File: src/dtp_defines.svh
`ifndef DTP_DEFINES_SVH
`define DTP_DEFINES_SVH
// register indices (object numbers)
`define DTP_OFS_FUNC 16'h60b8
`define DTP_OFS_STAT 16'h60b9
`define DTP_OFS_P1_RISE 16'h60ba
`define DTP_OFS_P1_FALL 16'h60bb
`define DTP_OFS_P2_RISE 16'h60bc
`define DTP_OFS_P2_FALL 16'h60bd
// function word fields, channel one base 0, channel two base 8
`define DTP_CH2_BASE 8
`define DTP_BIT_EN 0
`define DTP_BIT_CONT 1
`define DTP_BIT_SRC 2
`define DTP_BIT_RISE 4
`define DTP_BIT_FALL 5
`define DTP_FUNC_MASK 16'h3737
`define DTP_FUNC_RST 16'h0000
// status fields per channel
`define DTP_ST_ON 0
`define DTP_ST_RISE 2
`define DTP_ST_FALL 1
`define DTP_POS_RST 32'h0000_0000
`endif

File: src/dtp_pkg.sv
package dtp_pkg;
  typedef logic [15:0] dtp_word_t;
  typedef logic signed [31:0] dtp_pos_t;
  typedef enum logic [1:0] {
    DTP_IDLE = 2'b00,
    DTP_ARMED = 2'b01,
    DTP_DONE = 2'b11
  } dtp_state_e;
endpackage : dtp_pkg

File: src/dtp_chan_if.sv
`timescale 1ns/1ps
interface dtp_chan_if;
  logic enable;
  logic continuous;
  logic use_zero;
  logic rise_en;
  logic fall_en;
  logic run;
  logic rise_stored;
  logic fall_stored;
  logic signed [31:0] rise_pos;
  logic signed [31:0] fall_pos;
  modport ctrl (output enable, continuous, use_zero, rise_en, fall_en,
                input run, rise_stored, fall_stored, rise_pos, fall_pos);
  modport chan (input enable, continuous, use_zero, rise_en, fall_en,
                output run, rise_stored, fall_stored, rise_pos, fall_pos);
endinterface : dtp_chan_if

File: src/dtp_channel.sv
`timescale 1ns/1ps
`include "dtp_defines.svh"
module dtp_channel (
  input wire logic i_clock,
  input wire logic i_rst,
  input wire logic i_probe_sync,
  input wire logic i_zero_sync,
  input wire logic i_inhibit,
  input wire logic signed [31:0] i_position,
  dtp_chan_if.chan ch
);
  import dtp_pkg::*;
  dtp_state_e state_q, state_d;
  logic trig_q, trig_d;
  logic rise_st_q, rise_st_d, fall_st_q, fall_st_d;
  dtp_pos_t rise_q, rise_d, fall_q, fall_d;
  logic trig, rise_ev, fall_ev, active;

  // ****************
  // capture
  // ****************
  always_comb begin
    trig = ch.use_zero ? i_zero_sync : i_probe_sync;
    active = ch.enable && !i_inhibit;
    rise_ev = !trig_q && trig && ch.rise_en;
    fall_ev = trig_q && !trig && ch.fall_en;
    trig_d = trig;
    state_d = state_q;
    rise_st_d = rise_st_q;
    fall_st_d = fall_st_q;
    rise_d = rise_q;
    fall_d = fall_q;
    case (state_q)
      DTP_IDLE: begin
        if (active) begin
          state_d = DTP_ARMED;
          rise_st_d = 1'b0;
          fall_st_d = 1'b0;
        end else begin
          rise_st_d = 1'b0;
          fall_st_d = 1'b0;
        end
      end
      DTP_ARMED: begin
        if (!active) begin
          state_d = DTP_IDLE;
        end else if (rise_ev || fall_ev) begin
          if (rise_ev) begin
            rise_d = i_position;
            rise_st_d = 1'b1;
          end
          if (fall_ev) begin
            fall_d = i_position;
            fall_st_d = 1'b1;
          end
          if (!ch.continuous) begin
            state_d = DTP_DONE;
          end
        end
      end
      default: begin
        if (!ch.enable) begin
          state_d = DTP_IDLE;
        end
      end
    endcase
  end

  always_ff @(posedge i_clock or posedge i_rst) begin
    if (i_rst) begin
      state_q <= DTP_IDLE;
      trig_q <= 1'b0;
      rise_st_q <= 1'b0;
      fall_st_q <= 1'b0;
      rise_q <= `DTP_POS_RST;
      fall_q <= `DTP_POS_RST;
    end else begin
      state_q <= state_d;
      trig_q <= trig_d;
      rise_st_q <= rise_st_d;
      fall_st_q <= fall_st_d;
      rise_q <= rise_d;
      fall_q <= fall_d;
    end
  end

  assign ch.run = (state_q != DTP_IDLE);
  assign ch.rise_stored = rise_st_q;
  assign ch.fall_stored = fall_st_q;
  assign ch.rise_pos = rise_q;
  assign ch.fall_pos = fall_q;
endmodule : dtp_channel

File: src/dtp_touch_probe.sv
`timescale 1ns/1ps
`include "dtp_defines.svh"
// Summary of operation
// - bit 0 enables channel one
// - bit 1 single-shot or continuous, channel one
// - bit 2 picks probe input or zero pulse
// - bit 4 enables rising capture, channel one
// - bit 5 enables falling capture, channel one
// - bits 8, 9 enable and mode, channel two
// - bits 10,12,13 source and edges, channel two
// - channel one captures in two signed words
// - channel two captures in two signed words
// - no capture during init state or homing mode
// - edges are logical inactive/active transitions
// - zero pulse at single-turn position zero
// - status bit 0 shows channel one running
// - status bit 2 shows rising value stored
module dtp_touch_probe (
  input wire logic i_clock,
  input wire logic i_rst,
  input wire logic i_probe_input_one,
  input wire logic i_probe_input_two,
  input wire logic i_zero_pulse,
  input wire logic i_comm_init,
  input wire logic i_homing_operating_mode,
  input wire logic signed [31:0] i_position,
  input wire logic i_wr,
  input wire logic [15:0] i_index,
  input wire logic [31:0] i_wdata,
  output logic [31:0] o_rdata,
  output logic o_rvalid
);
  import dtp_pkg::*;

  // ****************
  // input synchronisers
  // ****************
  logic [2:0] s1_q, s2_q;
  always_ff @(posedge i_clock or posedge i_rst) begin
    if (i_rst) begin
      s1_q <= 3'h0;
      s2_q <= 3'h0;
    end else begin
      s1_q <= {i_zero_pulse, i_probe_input_two, i_probe_input_one};
      s2_q <= s1_q;
    end
  end

  // ****************
  // function word
  // ****************
  dtp_word_t func_q, func_d;
  logic inhibit;
  always_comb begin
    func_d = func_q;
    if (i_wr && i_index == `DTP_OFS_FUNC) begin
      func_d = i_wdata[15:0] & `DTP_FUNC_MASK;
    end
  end
  always_ff @(posedge i_clock or posedge i_rst) begin
    if (i_rst) begin
      func_q <= `DTP_FUNC_RST;
    end else begin
      func_q <= func_d;
    end
  end
  assign inhibit = i_comm_init || i_homing_operating_mode;

  // ****************
  // channels
  // ****************
  dtp_chan_if c1 ();
  dtp_chan_if c2 ();
  assign c1.enable = func_q[`DTP_BIT_EN];
  assign c1.continuous = func_q[`DTP_BIT_CONT];
  assign c1.use_zero = func_q[`DTP_BIT_SRC];
  assign c1.rise_en = func_q[`DTP_BIT_RISE];
  assign c1.fall_en = func_q[`DTP_BIT_FALL];
  assign c2.enable = func_q[`DTP_CH2_BASE + `DTP_BIT_EN];
  assign c2.continuous = func_q[`DTP_CH2_BASE + `DTP_BIT_CONT];
  assign c2.use_zero = func_q[`DTP_CH2_BASE + `DTP_BIT_SRC];
  assign c2.rise_en = func_q[`DTP_CH2_BASE + `DTP_BIT_RISE];
  assign c2.fall_en = func_q[`DTP_CH2_BASE + `DTP_BIT_FALL];

  dtp_channel u_ch1 (
    .i_clock(i_clock),
    .i_rst(i_rst),
    .i_probe_sync(s2_q[0]),
    .i_zero_sync(s2_q[2]),
    .i_inhibit(inhibit),
    .i_position(i_position),
    .ch(c1)
  );
  dtp_channel u_ch2 (
    .i_clock(i_clock),
    .i_rst(i_rst),
    .i_probe_sync(s2_q[1]),
    .i_zero_sync(s2_q[2]),
    .i_inhibit(inhibit),
    .i_position(i_position),
    .ch(c2)
  );

  // ****************
  // status and read port
  // ****************
  dtp_word_t status;
  logic [31:0] rdata_d;
  always_comb begin
    status = 16'h0000;
    status[`DTP_ST_ON] = c1.run;
    status[`DTP_ST_RISE] = c1.rise_stored;
    status[`DTP_ST_FALL] = c1.fall_stored;
    status[`DTP_CH2_BASE + `DTP_ST_ON] = c2.run;
    status[`DTP_CH2_BASE + `DTP_ST_RISE] = c2.rise_stored;
    status[`DTP_CH2_BASE + `DTP_ST_FALL] = c2.fall_stored;
    rdata_d = 32'h0000_0000;
    if (i_index == `DTP_OFS_FUNC) begin
      rdata_d = {16'h0000, func_q};
    end else if (i_index == `DTP_OFS_STAT) begin
      rdata_d = {16'h0000, status};
    end else if (i_index == `DTP_OFS_P1_RISE) begin
      rdata_d = c1.rise_pos;
    end else if (i_index == `DTP_OFS_P1_FALL) begin
      rdata_d = c1.fall_pos;
    end else if (i_index == `DTP_OFS_P2_RISE) begin
      rdata_d = c2.rise_pos;
    end else if (i_index == `DTP_OFS_P2_FALL) begin
      rdata_d = c2.fall_pos;
    end
  end
  always_ff @(posedge i_clock or posedge i_rst) begin
    if (i_rst) begin
      o_rdata <= 32'h0000_0000;
      o_rvalid <= 1'b0;
    end else begin
      o_rdata <= rdata_d;
      o_rvalid <= !i_wr;
    end
  end
endmodule : dtp_touch_probe

File: config.mk
export PLATFORM = sky130hd
export DESIGN_NAME = dtp_touch_probe
export DESIGN_NICKNAME = d
export VERILOG_FILES = /design/src/dtp_pkg.sv /design/src/dtp_chan_if.sv /design/src/dtp_channel.sv /design/src/dtp_touch_probe.sv
export VERILOG_INCLUDE_DIRS = /design/src
export SDC_FILE = /design/constraint.sdc
export NUM_CORES = 1
export LEC_CHECK = 0
export CELL_PAD_IN_SITES_DETAIL_PLACEMENT = 1
export CELL_PAD_IN_SITES_GLOBAL_PLACEMENT = 2
export CORE_MARGIN = 4
export CORE_UTILIZATION = 30
export CTS_CLUSTER_DIAMETER = 100
export CTS_CLUSTER_SIZE = 12
export DETAILED_ROUTE_END_ITERATION = 7
export DONT_BUFFER_PORTS = 1
export PLACE_DENSITY_LB_ADDON = 0.2
export SETUP_SLACK_MARGIN = 0.4
export SKIP_LAST_GASP = 1
export SLEW_MARGIN = 0
export SYNTH_ARGS = -nofsm -noshare
export SYNTH_HDL_FRONTEND = slang
export SYNTH_HIERARCHICAL = 1
export SYNTH_SLANG_ARGS = --single-unit
export TNS_END_PERCENT = 5
File: constraint.sdc
create_clock -name i_clock -period 3.14 [get_ports i_clock]
set_input_delay 0 -clock i_clock [delete_from_list [all_inputs] [get_ports i_clock]]
set_output_delay 0 -clock i_clock [all_outputs]
set_load 0.005 [all_outputs]
==> results.sh <==
export IMPL_rsz0062_at_grt="no"
export IMPL_grt_pass1_wl_mm=33.24
export IMPL_cp_required_ps=3460
export IMPL_h_tree_depth=4
export IMPL_clock_latency_ps=440
export IMPL_dp_slack_ps=1023
export IMPL_fp_dieW_um=173.0
export IMPL_dp_hpwl_mm=12.54
export IMPL_layout_commonest_cell="dfrtp_1"
export IMPL_vias_per_cell=4.885
export IMPL_slew_viol_final=0
export IMPL_fmax_mhz=477.4
export IMPL_fin_ws_ps=1045
export IMPL_first_pass_iters=4
export IMPL_ys_flop_type="dfrtp_1"
export IMPL_finalPower_mw=4.793
export IMPL_slowest_delay_ps=630
export IMPL_place_area_um2=8519
export IMPL_cts_sinks=187
export IMPL_cap_violations=0
export IMPL_worstMarginPinSlew_ps=1073
export IMPL_async_flop_share=1.000
export IMPL_final_cell_mix="187 x dfrtp_1, 76 x mux2_2, 66 x mux2i_1"
export IMPL_num_antenna_cells=0
export IMPL_path_class="register to register"
export IMPL_worst_hold_slack_ps=9.585
export IMPL_synth_cell_type_count=39
export IMPL_finClkSkew_ps=14.65
export IMPL_drt_iter0_drc=131
export IMPL_grt_use_total=0.1437
export IMPL_synth_nets=634
export IMPL_r2r_end="u_ch1/ch.fall_pos[12]"
export IMPL_globalplace_congestion=0.7059
export IMPL_crit_path_end="u_ch1/ch.fall_pos[12]"
export IMPL_grt_overflow_total=0
export IMPL_io_pins=121
export IMPL_finalSetupViolations=0
export IMPL_dp_cells=866
export IMPL_cellPowerDensity_nw_per_um2=489.1
export IMPL_drive_gt1_frac=0.3130
export IMPL_p_leak_nw=4.707
export IMPL_syn_inst=546
export IMPL_grt_max_degree=63
export IMPL_io_buffers=0
export IMPL_outcome="complete, no violations"
export IMPL_rows=60
export IMPL_synth_area_leader_cell="dfrtp_1"
export IMPL_worstRegToRegCells=4
export IMPL_avgRoutedWirePerCell_um=21.80
export IMPL_synth_seq_area_share=0.5730
export IMPL_postRouteAntennaNets=0
export IMPL_antenna_found_initial=0
export IMPL_maxSlewHeadroom=0.2846
export IMPL_cp_max_fo=13
export IMPL_finalInstanceArea_um2=9799
export IMPL_synthTopCellsByArea="dfrtp_1 57%, mux2_4 11%, mux2_2 10%"
export IMPL_coreArea_um2=26880
export IMPL_synth_area_um2=8167
export IMPL_hp_class="input pin to register"
export IMPL_vias=4709
export IMPL_drc=0
export IMPL_end_kind="register"
export IMPL_path_cells="mux2_4 > and3b_2 > buf_12 > mux2_4"
export IMPL_syn_area_per_cell_um2=14.96
export IMPL_hold_viol=0
export IMPL_cts_tree="built"
export IMPL_ys_warn_count=6
export IMPL_first_global_vias=5439
export IMPL_cts_buffers=17
export IMPL_synth_edf_count=0
export IMPL_yosysTopAreaCellShare=0.5730
export IMPL_rr_startpoint="func_q[2]"
export IMPL_wirelength_mm=21.02
export IMPL_final_cells=964
export IMPL_crit_start="func_q[2]"
export IMPL_crit_arrival_ps=2410
export IMPL_final_core_util=0.3646
export IMPL_start_kind="register"
export IMPL_final_setup_tns_ps=0
export IMPL_fin_nets=698
export IMPL_synth_seq_cells=187
export IMPL_period_needed_ps=2095
export IMPL_clkTransAtPathRegs_ps=80
export IMPL_die_area_um2=29930
export IMPL_dieHeight_um=173.0
export IMPL_syn_to_final_growth_pct=19.99
export IMPL_cts_setup_buffers=0
export IMPL_cts_root_buffer="clkbuf_16"
export IMPL_clockBufferDepth=2
export IMPL_ir_drop_uv=335.4
export IMPL_cp_common_cell="mux2_4"
export IMPL_start_util=0.3039
export IMPL_rrSetupSlack_ps=1050
export IMPL_fillers=2762
export IMPL_crit_slowest_cell="and3b_2"
export IMPL_finalCritPeriodShare=0.6671
## state kept, by name (all words and copies together) (netlist names), 2 cells and up
register	count
o_rdata	32
u_ch1/ch.fall_pos	32
u_ch1/ch.rise_pos	32
u_ch2/ch.fall_pos	32
u_ch2/ch.rise_pos	32
func_q	10
s1_q	3
s2_q	3
u_ch1/state_q	2
u_ch2/state_q	2
## synth_stat cells, types with 2 or more instances
library cell,number
dfrtp_1,187
mux2_2,76
mux2i_1,66
mux2_4,62
o22ai_1,26
buf_2,17
nor2_1,17
nand2_1,9
buf_6,8
a31oi_1,6
inv_1,6
and2_1,5
a211oi_1,4
and3b_1,4
mux2_1,4
nand3_1,4
nor3b_1,4
a2bb2oi_1,3
buf_1,3
nor2b_1,3
nor3_1,3
nor4bb_1,3
o21ai_0,3
a22o_1,2
and4bb_1,2
clkbuf_1,2
mux4_2,2
nand4_1,2
nor4b_1,2
o21a_1,2
## worst min path at each step
| stage | startpoint | endpoint | slack, ps | cells past startpoint |
|---|---|---|---|---|
| floorplan | i_probe_input_one | s1_q[0] | 30 | 0 |
| global placement | i_rst | o_rdata[19] | -70 | 1 |
| detailed placement | i_rst | o_rdata[19] | -70 | 1 |
| CTS | i_index[0] | o_rdata[0] | 5 | 3 |
| global route | i_index[0] | o_rdata[0] | 20 | 3 |
| finish | i_index[0] | o_rdata[0] | 10 | 3 |
## critical path: cells and delay by family, from the launching register on
kind                   cells  cell delay (ps)
buffers and inverters      1              250
DFF                        1              420
muxes                      2              660
and+or+nand+nor            1              630
## final cells by class
cell class / instances / area (um2) / area share
sequential: 187 / 4679 / 0.4775
multi-input combinational: 322 / 3276 / 0.3343
timing repair buffer: 76 / 790.8 / 0.08069
tap: 341 / 426.7 / 0.04354
clock buffer: 17 / 425.4 / 0.04341
clock inverter: 15 / 176.4 / 0.01800
inverter: 6 / 25.02 / 0.002554
## routing by layer
| metal | track usage | wire length, um | up-vias |
|---|---|---|---|
| met1 | 0.1817 | 9332 | 2504 |
| met4 | 0.03824 | 251 | 0 |
| met3 | 0.03148 | 609 | 18 |
| li1 | - | - | 2116 |
| met5 | 0 | 0 | - |
| met2 | 0.2499 | 10820 | 71 |
## cell families after synthesis
logic type	share of synthesized area
AO/OA/AOI/OAI	0.03876
buffers and inverters	0.02743
flip-flops	0.5730
multiplexers	0.3107
AND/OR/NAND/NOR	0.05010
## report_power, final
part	total (mW)	internal [mW]	leakage (nW)	switching, mW
Combinational	0.198	0.0796	1.82	0.118
Sequential	2.41	2.41	2.59	0.00308
Clock	2.18	1.08	0.292	1.10
## timing repair
action                    4_1_cts  5_1_grt
hold buffers                   66        0
hold endpoints to repair      289        0
gates resized for setup         0        0
Note: power is estimated with default switching activity, not from simulation.
